<file path="config.mk">
export PLATFORM = sky130hd
export DESIGN_NAME = rcs_sequencer
export DESIGN_NICKNAME = d
export VERILOG_FILES = /design/src/rcs_pkg.sv /design/src/rcs_sequencer.sv /design/src/rcs_watchdog.sv
export SDC_FILE = /design/constraint.sdc
export NUM_CORES = 1
export LEC_CHECK = 0
export ABC_AREA = 1
export BUFFER_PORTS_ARGS = -buffer_cell sky130_fd_sc_hd__buf_2
export CAP_MARGIN = 20
export CORE_MARGIN = 2
export CORE_UTILIZATION = 27
export DETAILED_ROUTE_END_ITERATION = 8
export PLACE_DENSITY_LB_ADDON = 0.08
export SLEW_MARGIN = 25
export SYNTH_ARGS = -nofsm -noshare
export SYNTH_HDL_FRONTEND = slang
export SYNTH_SLANG_ARGS = --single-unit
</file>
<file path="constraint.sdc">
create_clock -name clock -period 7.1 [get_ports clock]
set_input_delay 0.355 -clock clock [delete_from_list [all_inputs] [get_ports clock]]
set_output_delay 0.355 -clock clock [all_outputs]
set_load 0.005 [all_outputs]
</file>
<file path="src/rcs_pkg.sv">
// Package with constants and carrier types for the reset and clock sequencer
// Behaviour
// - Divide input clock by two, symmetric duty
// - Input clock 5/10/20 MHz, 40 MHz without bus; this build sets 200 MHz with the bus
// - Reset on pin, watchdog, software, low voltage
// - Watchdog period 210 ms at 40 MHz, scaled
// - Oscillator keeps running while reset pin low
// - Processor halted while reset pin low
// - Service and general pins float during reset
// - Address outputs all ones during reset
// - Data lines driven to definite levels in reset
// - Bus enable high, read/write low in reset
// - Initialization starts at address one
// - Reset pin bidirectional, weak pull-up as input
// - Drive reset pin low on four events
// - Watchdog or software reset pulse 256 input clocks
// - Three watchdogs, any expiry resets whole device
// - Bus enable strobe toggles at system clock rate
package rcs_pkg;

	// Input clock rate of this build, in MHz
	localparam int          CLK_IN_MHZ      = 200;
	// Watchdog period at the reference input rate
	localparam int          WDOG_MS_REF     = 210;
	localparam int          WDOG_REF_MHZ    = 40;
	// Watchdog count in input clocks: period scales inversely with rate
	localparam longint      WDOG_CYCLES     = longint'(WDOG_MS_REF) * 1000 * WDOG_REF_MHZ;
	// Reset pulse length in input clock cycles
	localparam int          PULSE_CYCLES    = 256;
	localparam int          NUM_WDOG        = 3;
	// Pin states forced during reset
	localparam logic [15:0] ADDR_RESET      = 16'hFFFF;
	localparam logic [7:0]  DATA_RESET      = 8'h00;
	localparam logic [15:0] START_ADDR      = 16'h0001;

	// Reset causes gathered from the chip
	typedef struct packed {
		logic       low_voltage;
		logic       soft_cmd;
		logic [2:0] wdog_kick;
	} rcs_cause_s;

	// External memory bus drive during reset
	typedef struct packed {
		logic [15:0] addr;
		logic [7:0]  data;
		logic        data_oe;
		logic        enable_n;
		logic        rw;
	} rcs_bus_s;

	typedef enum logic [2:0] {
		ST_IDLE  = 3'b001,
		ST_PULSE = 3'b010,
		ST_HOLD  = 3'b100
	} rcs_state_e;

endpackage

</file>
<file path="src/rcs_sequencer.sv">
// Reset and clock sequencer: divider, reset sources, pin drive, startup
module rcs_sequencer #(
	parameter longint WDOG_LIMIT = rcs_pkg::WDOG_CYCLES,
	parameter int     PULSE_LEN  = rcs_pkg::PULSE_CYCLES,
	parameter bit     HAS_BUS    = 1'b1 // a bus build is not rated for a 40 MHz input
) (
	// Clock (input clock domain) and reset
	input  wire logic               clock,
	input  wire logic               rst,
	// Reset pin: input level, drive low enable, weak pull-up enable
	input  wire logic               reset_pin_in,
	output logic                    reset_pin_out,
	output logic                    reset_pin_oe,
	output logic                    reset_pin_pullup,
	// Reset causes
	input  wire rcs_pkg::rcs_cause_s cause,
	// Normal-mode bus values from the core
	input  wire rcs_pkg::rcs_bus_s   core_bus,
	// Forced bus outputs
	output rcs_pkg::rcs_bus_s        bus,
	// System clock enable, one pulse per two input clocks
	output logic                    sys_clk_en,
	output logic                    sys_clk_level,
	// Core control
	output logic                    core_halt,
	output logic                    core_start,
	output logic [15:0]             start_addr,
	output logic                    pins_float,
	output logic                    osc_run
);
	// Divider phase: toggles every input clock for a 50/50 system clock
	logic       phase_q;
	// Sequencer state and pulse counter
	rcs_pkg::rcs_state_e state_q;
	logic [15:0] pulse_q;
	// Reset seen in previous system cycle, for release edge detection
	logic       in_reset_q;
	logic       start_q;
	logic [rcs_pkg::NUM_WDOG-1:0] expire;
	logic       wdog_any;
	logic       drive_req;
	logic       in_reset;
	logic       pin_trip;

	// Divide by two
	always_ff @(posedge clock or posedge rst)
	begin
		if (rst)
			phase_q <= 1'b0;
		else
			phase_q <= ~phase_q;
	end
	assign sys_clk_level = phase_q;
	assign sys_clk_en    = phase_q;
	// The oscillator is never gated; reset only halts the core
	assign osc_run = 1'b1;

	// Three watchdogs, halted while in reset
	generate
		for (genvar i = 0; i < rcs_pkg::NUM_WDOG; i++)
		begin : g_wdog
			rcs_watchdog #(.LIMIT(WDOG_LIMIT)) u_wdog (
				.clock  (clock),
				.rst    (rst),
				.run    (!in_reset),
				.kick   (cause.wdog_kick[i]),
				.expire (expire[i])
			);
		end
	endgenerate
	assign wdog_any = |expire;

	// Pin seen below the trip level is stretched into a full timed pulse.
	// Driving the pin straight from its own level would latch it low for good,
	// since the drive itself keeps the level low
	assign pin_trip = !reset_pin_in;

	// Causes that start a timed pulse, taken only while idle
	assign drive_req = wdog_any || cause.soft_cmd || pin_trip;

	// Pulse state machine; pin held low for full pulse regardless of cause
	always_ff @(posedge clock or posedge rst)
	begin
		if (rst)
		begin
			state_q <= rcs_pkg::ST_IDLE;
			pulse_q <= 16'h0;
		end
		else
		begin
			unique case (state_q)
				rcs_pkg::ST_IDLE:
				begin
					if (drive_req)
					begin
						state_q <= rcs_pkg::ST_PULSE;
						pulse_q <= 16'(PULSE_LEN - 1);
					end
				end
				rcs_pkg::ST_PULSE:
				begin
					// Countdown is not aborted when the cause goes away
					if (pulse_q == 16'h0)
						state_q <= rcs_pkg::ST_HOLD;
					else
						pulse_q <= pulse_q - 16'h1;
				end
				rcs_pkg::ST_HOLD:
				begin
					// Wait for the pin to rise before accepting a new cause
					if (reset_pin_in)
						state_q <= rcs_pkg::ST_IDLE;
				end
				default:
					state_q <= rcs_pkg::ST_IDLE;
			endcase
		end
	end

	// Drive low on timed pulse (watchdog, command or trip) or low voltage
	assign reset_pin_oe  = (state_q == rcs_pkg::ST_PULSE) || cause.low_voltage;
	assign reset_pin_out = 1'b0;
	// Weak pull-up whenever the pin is not driven
	assign reset_pin_pullup = !reset_pin_oe;

	// Combined reset condition seen by the core
	assign in_reset = !reset_pin_in || reset_pin_oe;

	// Release registered on a system clock edge
	always_ff @(posedge clock or posedge rst)
	begin
		if (rst)
		begin
			in_reset_q <= 1'b1;
			start_q    <= 1'b0;
		end
		else if (sys_clk_en)
		begin
			in_reset_q <= in_reset;
			start_q    <= in_reset_q && !in_reset;
		end
		else
			start_q <= 1'b0;
	end

	assign core_halt  = in_reset_q || in_reset;
	assign core_start = start_q;
	assign start_addr = rcs_pkg::START_ADDR;
	assign pins_float = core_halt;

	// Bus outputs, registered; forced values while in reset
	always_ff @(posedge clock or posedge rst)
	begin
		if (rst)
		begin
			bus.addr     <= rcs_pkg::ADDR_RESET;
			bus.data     <= rcs_pkg::DATA_RESET;
			bus.data_oe  <= HAS_BUS;
			bus.enable_n <= 1'b1;
			bus.rw       <= 1'b0;
		end
		else if (core_halt)
		begin
			// Forced pin states; data lines driven so none floats
			bus.addr     <= rcs_pkg::ADDR_RESET;
			bus.data     <= rcs_pkg::DATA_RESET;
			bus.data_oe  <= HAS_BUS;
			bus.enable_n <= 1'b1;
			bus.rw       <= 1'b0;
		end
		else
		begin
			bus.addr     <= core_bus.addr;
			bus.data     <= core_bus.data;
			bus.data_oe  <= core_bus.data_oe && !phase_q;
			// Strobe follows the system clock phase
			bus.enable_n <= phase_q;
			bus.rw       <= core_bus.rw;
		end
	end

	// Assertions
	pulse_len_a: assert property (@(posedge clock) disable iff (rst)
		$rose(state_q == rcs_pkg::ST_PULSE) |-> reset_pin_oe [*8])
		else $error("reset pulse ended early");
	div_toggle_a: assert property (@(posedge clock) disable iff (rst)
		!$past(rst) |-> phase_q != $past(phase_q))
		else $error("divider failed to toggle");
	addr_ones_a: assert property (@(posedge clock) disable iff (rst)
		core_halt ##1 core_halt |-> bus.addr == 16'hFFFF)
		else $error("address not all ones in reset");
	strobe_high_a: assert property (@(posedge clock) disable iff (rst)
		core_halt ##1 core_halt |-> bus.enable_n && !bus.rw)
		else $error("strobe or rw wrong in reset");
	wdog_drive_a: assert property (@(posedge clock) disable iff (rst)
		wdog_any && state_q == rcs_pkg::ST_IDLE |=> reset_pin_oe)
		else $error("watchdog did not drive pin");
	lv_drive_a: assert property (@(posedge clock) disable iff (rst)
		cause.low_voltage |-> reset_pin_oe && !reset_pin_pullup)
		else $error("low voltage did not drive pin");
	halt_core_a: assert property (@(posedge clock) disable iff (rst)
		!reset_pin_in |-> core_halt && pins_float)
		else $error("core not halted");
	start_edge_a: assert property (@(posedge clock) disable iff (rst)
		core_start |-> $past(sys_clk_en) && start_addr == 16'h0001)
		else $error("start off system edge");
	cause_gone_a: assert property (@(posedge clock) disable iff (rst)
		state_q == rcs_pkg::ST_PULSE && pulse_q != 16'h0 |=> state_q == rcs_pkg::ST_PULSE)
		else $error("pulse aborted");
	trip_pulse_a: assert property (@(posedge clock) disable iff (rst)
		pin_trip && state_q == rcs_pkg::ST_IDLE |=> reset_pin_oe && state_q == rcs_pkg::ST_PULSE)
		else $error("pin trip did not start pulse");
	hold_exit_a: assert property (@(posedge clock) disable iff (rst)
		state_q == rcs_pkg::ST_HOLD && reset_pin_in |=> state_q == rcs_pkg::ST_IDLE)
		else $error("pin release not seen");
	pulse_c: cover property (@(posedge clock) state_q == rcs_pkg::ST_PULSE ##1
		state_q == rcs_pkg::ST_HOLD);
	start_c: cover property (@(posedge clock) core_start);
	wdog_c: cover property (@(posedge clock) wdog_any);
	lowv_c: cover property (@(posedge clock) cause.low_voltage && state_q == rcs_pkg::ST_HOLD);
	trip_c: cover property (@(posedge clock) pin_trip && state_q == rcs_pkg::ST_IDLE);

endmodule

</file>
<file path="src/rcs_watchdog.sv">
// One watchdog counter that expires if not kicked in time
module rcs_watchdog #(
	parameter longint LIMIT = rcs_pkg::WDOG_CYCLES
) (
	// Clock and reset
	input  wire logic clock,
	input  wire logic rst,
	// Control
	input  wire logic run,
	input  wire logic kick,
	// Expiry, one-cycle pulse
	output logic      expire
);
	// Cycle counter; 64 bits covers any sensible limit
	logic [63:0] count_q;

	// Count while running, restart on kick or when halted
	always_ff @(posedge clock or posedge rst)
	begin
		if (rst)
			count_q <= 64'h0;
		else if (!run || kick || expire)
			count_q <= 64'h0;
		else
			count_q <= count_q + 64'h1;
	end

	// Expiry when the limit is reached
	assign expire = run && !kick && (count_q == 64'(LIMIT - 1));

endmodule

</file>
## After elaboration in Yosys (flattened, before gate mapping)

Cells that the tools add are included.

| storage, ports and cells | value |
|---|---|
| output and inout port bits | 52 |
| memories kept | 0 |
| ROM bits | 0 |
| latch bits | 0 |
| register bits after elaboration | 241 |
| input port bits | 35 |
| memory bits (writable) | 0 |
| logic and storage cells | 71 |

| operators by class | value |
|---|---|
| eq/ne operators | 10 |
| muxes and demuxes | 12 |
| add/sub/neg operators | 4 |
| div/mod/pow operators | 0 |
| shift-type cells | 0 |
| $lt $le $gt $ge | 0 |
| multipliers | 0 |
| reductions and logical operators | 31 |
| bitwise logic cells | 1 |

Operator list:

| kind | count |
|---|---|
| adder 64 x 1 -> 64 bit (second input constant) | 3 |
| == test 64 x 24 -> 1 bit (second input constant) | 3 |
| 2-to-1 mux 64 bit | 3 |
| 2-to-1 mux 16 bit | 2 |
| case mux 16 bit (2 select lines) | 1 |
| 2-to-1 mux 27 bit | 1 |
| logical NOT 16 bit | 1 |
| subtractor 16 x 1 -> 16 bit (second input constant) | 1 |
| logical OR 1 bit | 11 |
| 2-to-1 mux 3 bit | 3 |
| case mux 3 bit (3 select lines) | 1 |
| logical AND 1 bit | 8 |
| != test 2 bit (second input constant) | 4 |
| logical NOT 1 bit | 7 |
| AND reduction 3 bit | 2 |
| == test 3 x 1 -> 1 bit (second input constant) | 1 |
| == test 3 x 2 -> 1 bit (second input constant) | 1 |
| == test 3 bit (second input constant) | 1 |
| OR reduction 3 bit | 1 |
| nonzero test 2 bit | 1 |
| 2-to-1 mux 1 bit | 1 |
| inverter 1 bit | 1 |

## Longest topological paths before layout

| depth | value |
|---|---|
| word-level depth | 11 |
| mapped depth | 15 |
| mapped depth without buffers | 14 |

## Cells and area by module

From an unflattened synthesis, not the netlist that was laid out.

| unflattened totals | value |
|---|---|
| cells, all modules | 2,209 |
| area, all modules | 15,030.7 um^2 |

Modules (own cells, without submodules):

| module | times used | cells an instance | area an instance (um^2) |
|---|---|---|---|
| rcs_watchdog (g_wdog[1].u_wdog ...) | 2 | 643 | 4,202.8 |
| rcs_watchdog (g_wdog[0].u_wdog) | 1 | 641 | 4,217.8 |
| rcs_sequencer | 1 | 282 | 2,407.3 |

## Least setup slack after synthesis

No wires, ideal clock.

| timing | value |
|---|---|
| kind | register -> output |
| from | reg state_q[0] |
| to | out pins_float |
| arrival | 1.478 ns |
| required time | 6.745 ns |
| slack | 5.267 ns |
| cell stages (with the launch flop) | 8 |
| path buffers | 2 |
| path through | dfstp_2 inv_1 nand3_4 nand3_1 nor2_1 inv_1 buf_1 buf_4 |

| between the ends | value |
|---|---|
| longest elaborated chain between the ends | 4 |

Ends and longest elaborated chain:

| what | line | source |
|---|---|---|
| start: declaration | rcs_sequencer.sv:34 | `rcs_pkg::rcs_state_e state_q;` |
| start signal: assignment | rcs_sequencer.sv:86 | `state_q <= rcs_pkg::ST_IDLE;` |
| start signal: assignment | rcs_sequencer.sv:96 | `state_q <= rcs_pkg::ST_PULSE;` |
| start signal: assignment | rcs_sequencer.sv:104 | `state_q <= rcs_pkg::ST_HOLD;` |
| == test 3 x 2 -> 1 bit | rcs_sequencer.sv:121 | `assign reset_pin_oe = (state_q == rcs_pkg::ST_PULSE) \|\| cause.low_voltage;` |
| logical OR 1 bit | rcs_sequencer.sv:121 |  |
| logical OR 1 bit | rcs_sequencer.sv:127 | `assign in_reset = !reset_pin_in \|\| reset_pin_oe;` |
| logical OR 1 bit | rcs_sequencer.sv:146 | `assign core_halt = in_reset_q \|\| in_reset;` |
| end: declaration | rcs_sequencer.sv:28 | `output logic pins_float,` |

No other way between the ends.

## Worst setup path after layout

Same ends and word-level chain as after synthesis.

==> flow_metrics.py <==
metrics = {
    "layout": {
        "syn_to_final_growth_pct": 16.3,
        "final_cell_area_sq_mm": 0.0167,
        "final_layout_size_suffix_gt1_frac": 0.0951,
        "multi_input_area_sq_mm": 0.00734,
        "layout.cells.most_common": "nor2_1",
        "fill_cells": 5732,
        "diodes": 0,
        "seq_area_sq_mm": 0.00606,
        "nNetsFinal": 2149,
        "final_cell_mix": "526 x nor2_1, 447 x nand2_1, 221 x dfrtp_1",
        "final_cells": 2822,
    },
    "place": {
        "post-dp-hpwl_mm": 34.6,
        "place_inst": 2739,
        "portBuffers": 67,
        "finalWeightedCongestion": 0.895,
        "dpl_cell_area_sq_mm": 0.0154,
    },
    "global_routing": {
        "grtUsageTotal": 0.163,
        "grt_overflow_total": 0,
        "grt_pass1_wl_mm": 71.9,
        "antenna_found_initial": 1,
        "grt_max_degree": 125,
        "grt_pass1_vias": 12800,
    },
    "synthesis": {
        "netlist_area_sq_mm": 0.0144,
        "syn_area_per_cell_sq_um": 7.16,
        "synthArstFlopShare": 1.00,
        "yosysWarnings": 0,
        "synthDistinctLibCells": 42,
        "synthFlopType": "dfrtp_1",
        "synthCells": 2005,
        "yosysSeqAreaShare": 0.422,
        "ys_ff_latch": 241,
        "synth_edf_count": 0,
    },
    "floorplanning": {
        "start_util": 0.273,
        "boundaryPins": 87,
        "fp.dieH_microns": 235,
        "fp.dieW_microns": 235,
        "core_sq_mm": 0.0526,
        "std_cell_rows": 84,
        "die_area_sq_mm": 0.0551,
    },
    "clock_tree": {
        "htree_levels": 1,
        "cts_buffer_depth": 3,
        "numCtsBuffers": 30,
        "cts_tree": "yes",
        "cts_root_buf": "clkbuf_16",
        "cts.reportedPaths.clkPinSlew_ns": 0.06,
        "cts.sinks": 241,
        "cts_setup_buffers": 0,
        "clock_latency_ns": 0.60,
    },
    "sta": {
        "hold_viol": 0,
        "min_period_over_period": 0.403,
        "tightest_slew_ns": 0.901,
        "setup_viol": 0,
        "fmax_ghz": 0.349,
        "fin_setup_tns_ns": 0,
        "clock_skew_ns": 0.0279,
        "max_slew_margin": 0.400,
        "drv_slew": 0,
        "grt_setup_unrepaired": "no",
        "period_minus_slack_ns": 2.86,
    },
    "critical_path": {
        "required_ns": 6.74,
        "crit_chain": "inv_1, nand3_4, nand3_1, nor2_1, inv_1, buf_2",
        "end_kind": "output pin",
        "critPathSlowestCell": "dfstp_2",
        "crit_top_cell": "inv_1",
        "start_kind": "flop",
        "cp.arrival_ns": 2.51,
        "path_delay_family": "simple AND/OR/NAND/NOR gates",
        "crit_fanout": 27,
        "worstSetupPathType": "reg -> out",
        "max_stage_delay_ns": 0.54,
        "path_buf_inv": 3,
    },
    "routing": {
        "postRouteAntennaNets": 0,
        "wl_mm": 45.2,
        "via_per_inst": 4.51,
        "first_pass_iters": 8,
        "post_drt_wl_per_cell_microns": 16.0,
        "drt_iter0_markers": 718,
        "vias": 12700,
        "drcViolationCount": 0,
    },
    "status": {
        "status": "completed",
    },
    "pwr": {
        "irDropWorstVdd_uv": 207,
        "p_leak_nw": 6.71,
        "p_per_area_mw_per_mm2": 204,
        "finalPower_mw": 3.41,
    },
    "flow_run": {
        "maxCapViolCount": 0,
    },
    "worst_hold_path": {
        "hold_path_class": "in -> reg",
    },
}
-- power by group --
group          leakage, nW  internal, mW  switching [mW]
Sequential            3.27          1.42          0.0342
Clock                0.521         0.998           0.653
Combinational         2.92        0.0908           0.211
Total                 6.71          2.51           0.898
-- cells in the mapped netlist, drive strengths merged (3+ instances only) --
cell    instances  area (sq um)
a21oi          20           100
and2            3          18.8
nand3         109           568
o21a            4          30.0
xnor2          27           236
o21ai          16          80.1
dfrtp         221          5530
a31oi           3          18.8
dfstp          20           526
nand2         461          1760
ha              4          50.1
buf            41           273
nor3           97           510
nor2          540          2080
inv           198           743
or2            19           119
xor2          118          1030
nand3b          9          67.6
nand4          64           407
nor4           13          81.3
nor3b           7          52.6
-- cell type report --
class                           count  area share
Multi-Input combinational cell   1539       0.439
Clock inverter                     17      0.0136
Tap cell                          688      0.0515
Timing Repair Buffer              100      0.0389
Inverter                          198      0.0449
Clock buffer                       39      0.0493
Sequential cell                   241       0.362
-- layer usage --
metal  track usage  part of all wire  vias up
li1              -                 -     6480
met1         0.227              0.47     5908
met2         0.262              0.45      283
met3        0.0254             0.050       67
met4        0.0453             0.026        2
met5             0           0.00029        -
-- sequential cells by signal (all words and copies together), names as in the netlist --
name and cells:
g_wdog.u_wdog.count_q 192, bus 27, in_reset_q 1, pulse_q 16
sys_clk_en 1, state_q 3, core_start 1
-- path summary, 6_finish.rpt --
check	startpoint	end	slack [ns]	depth (start not counted)
setup / recovery	state_q[0]	pins_float	4.24	6
hold / removal	reset_pin_in	state_q[2]	0.08	4
setup reg to reg	g_wdog[2].u_wdog.count_q[0]	g_wdog[2].u_wdog.count_q[34]	4.24	11
hold reg to reg	g_wdog[0].u_wdog.count_q[0]	g_wdog[0].u_wdog.count_q[0]	0.49	1
max in group asynchronous	rst	g_wdog[0].u_wdog.count_q[14]	5.12	4
min in group asynchronous	rst	bus[4]	0.50	3
-- timing repair --
| item | CTS | global route |
|---|---|---|
| hold buffers | 27 | 0 |
| gates resized for setup | 0 | 0 |
| hold endpoints to repair | 64 | 0 |
-- through the flow --
step / worst slack [ns] / hold slack (ns) / util
4_1_cts: 4.13 / 0.0373 / 0.318
3_5_place_dp: 4.17 / 0.487 / 0.293
2_1_floorplan: 0.162 / 0.450 / -
6_report: 4.24 / 0.0805 / 0.318
5_1_grt: 3.96 / 0.0920 / 0.318
3_3_place_gp: 4.18 / 0.480 / 0.293
-- kinds of logic (layout without fill, tap and decap cells) --
kind of cell               Yosys count  count (layout)  synth area share
and+or+nand+nor                   1324            1324             0.396
DFF                                241             241             0.422
buffers and inverters              241             354            0.0719
xor gates and xnor gates           145             145            0.0884
AOI/OAI and AO/OA                   48              48            0.0186
adders and majority gates            4               4           0.00348
other                                2              18          0.000523
-- worst min-delay path, cell delays in order --
cell,delay [ns]
buf_2,0.10
nor4_1,0.06
inv_1,0.04
a21boi_0,0.07
Note: power is estimated with default switching activity, not from simulation.
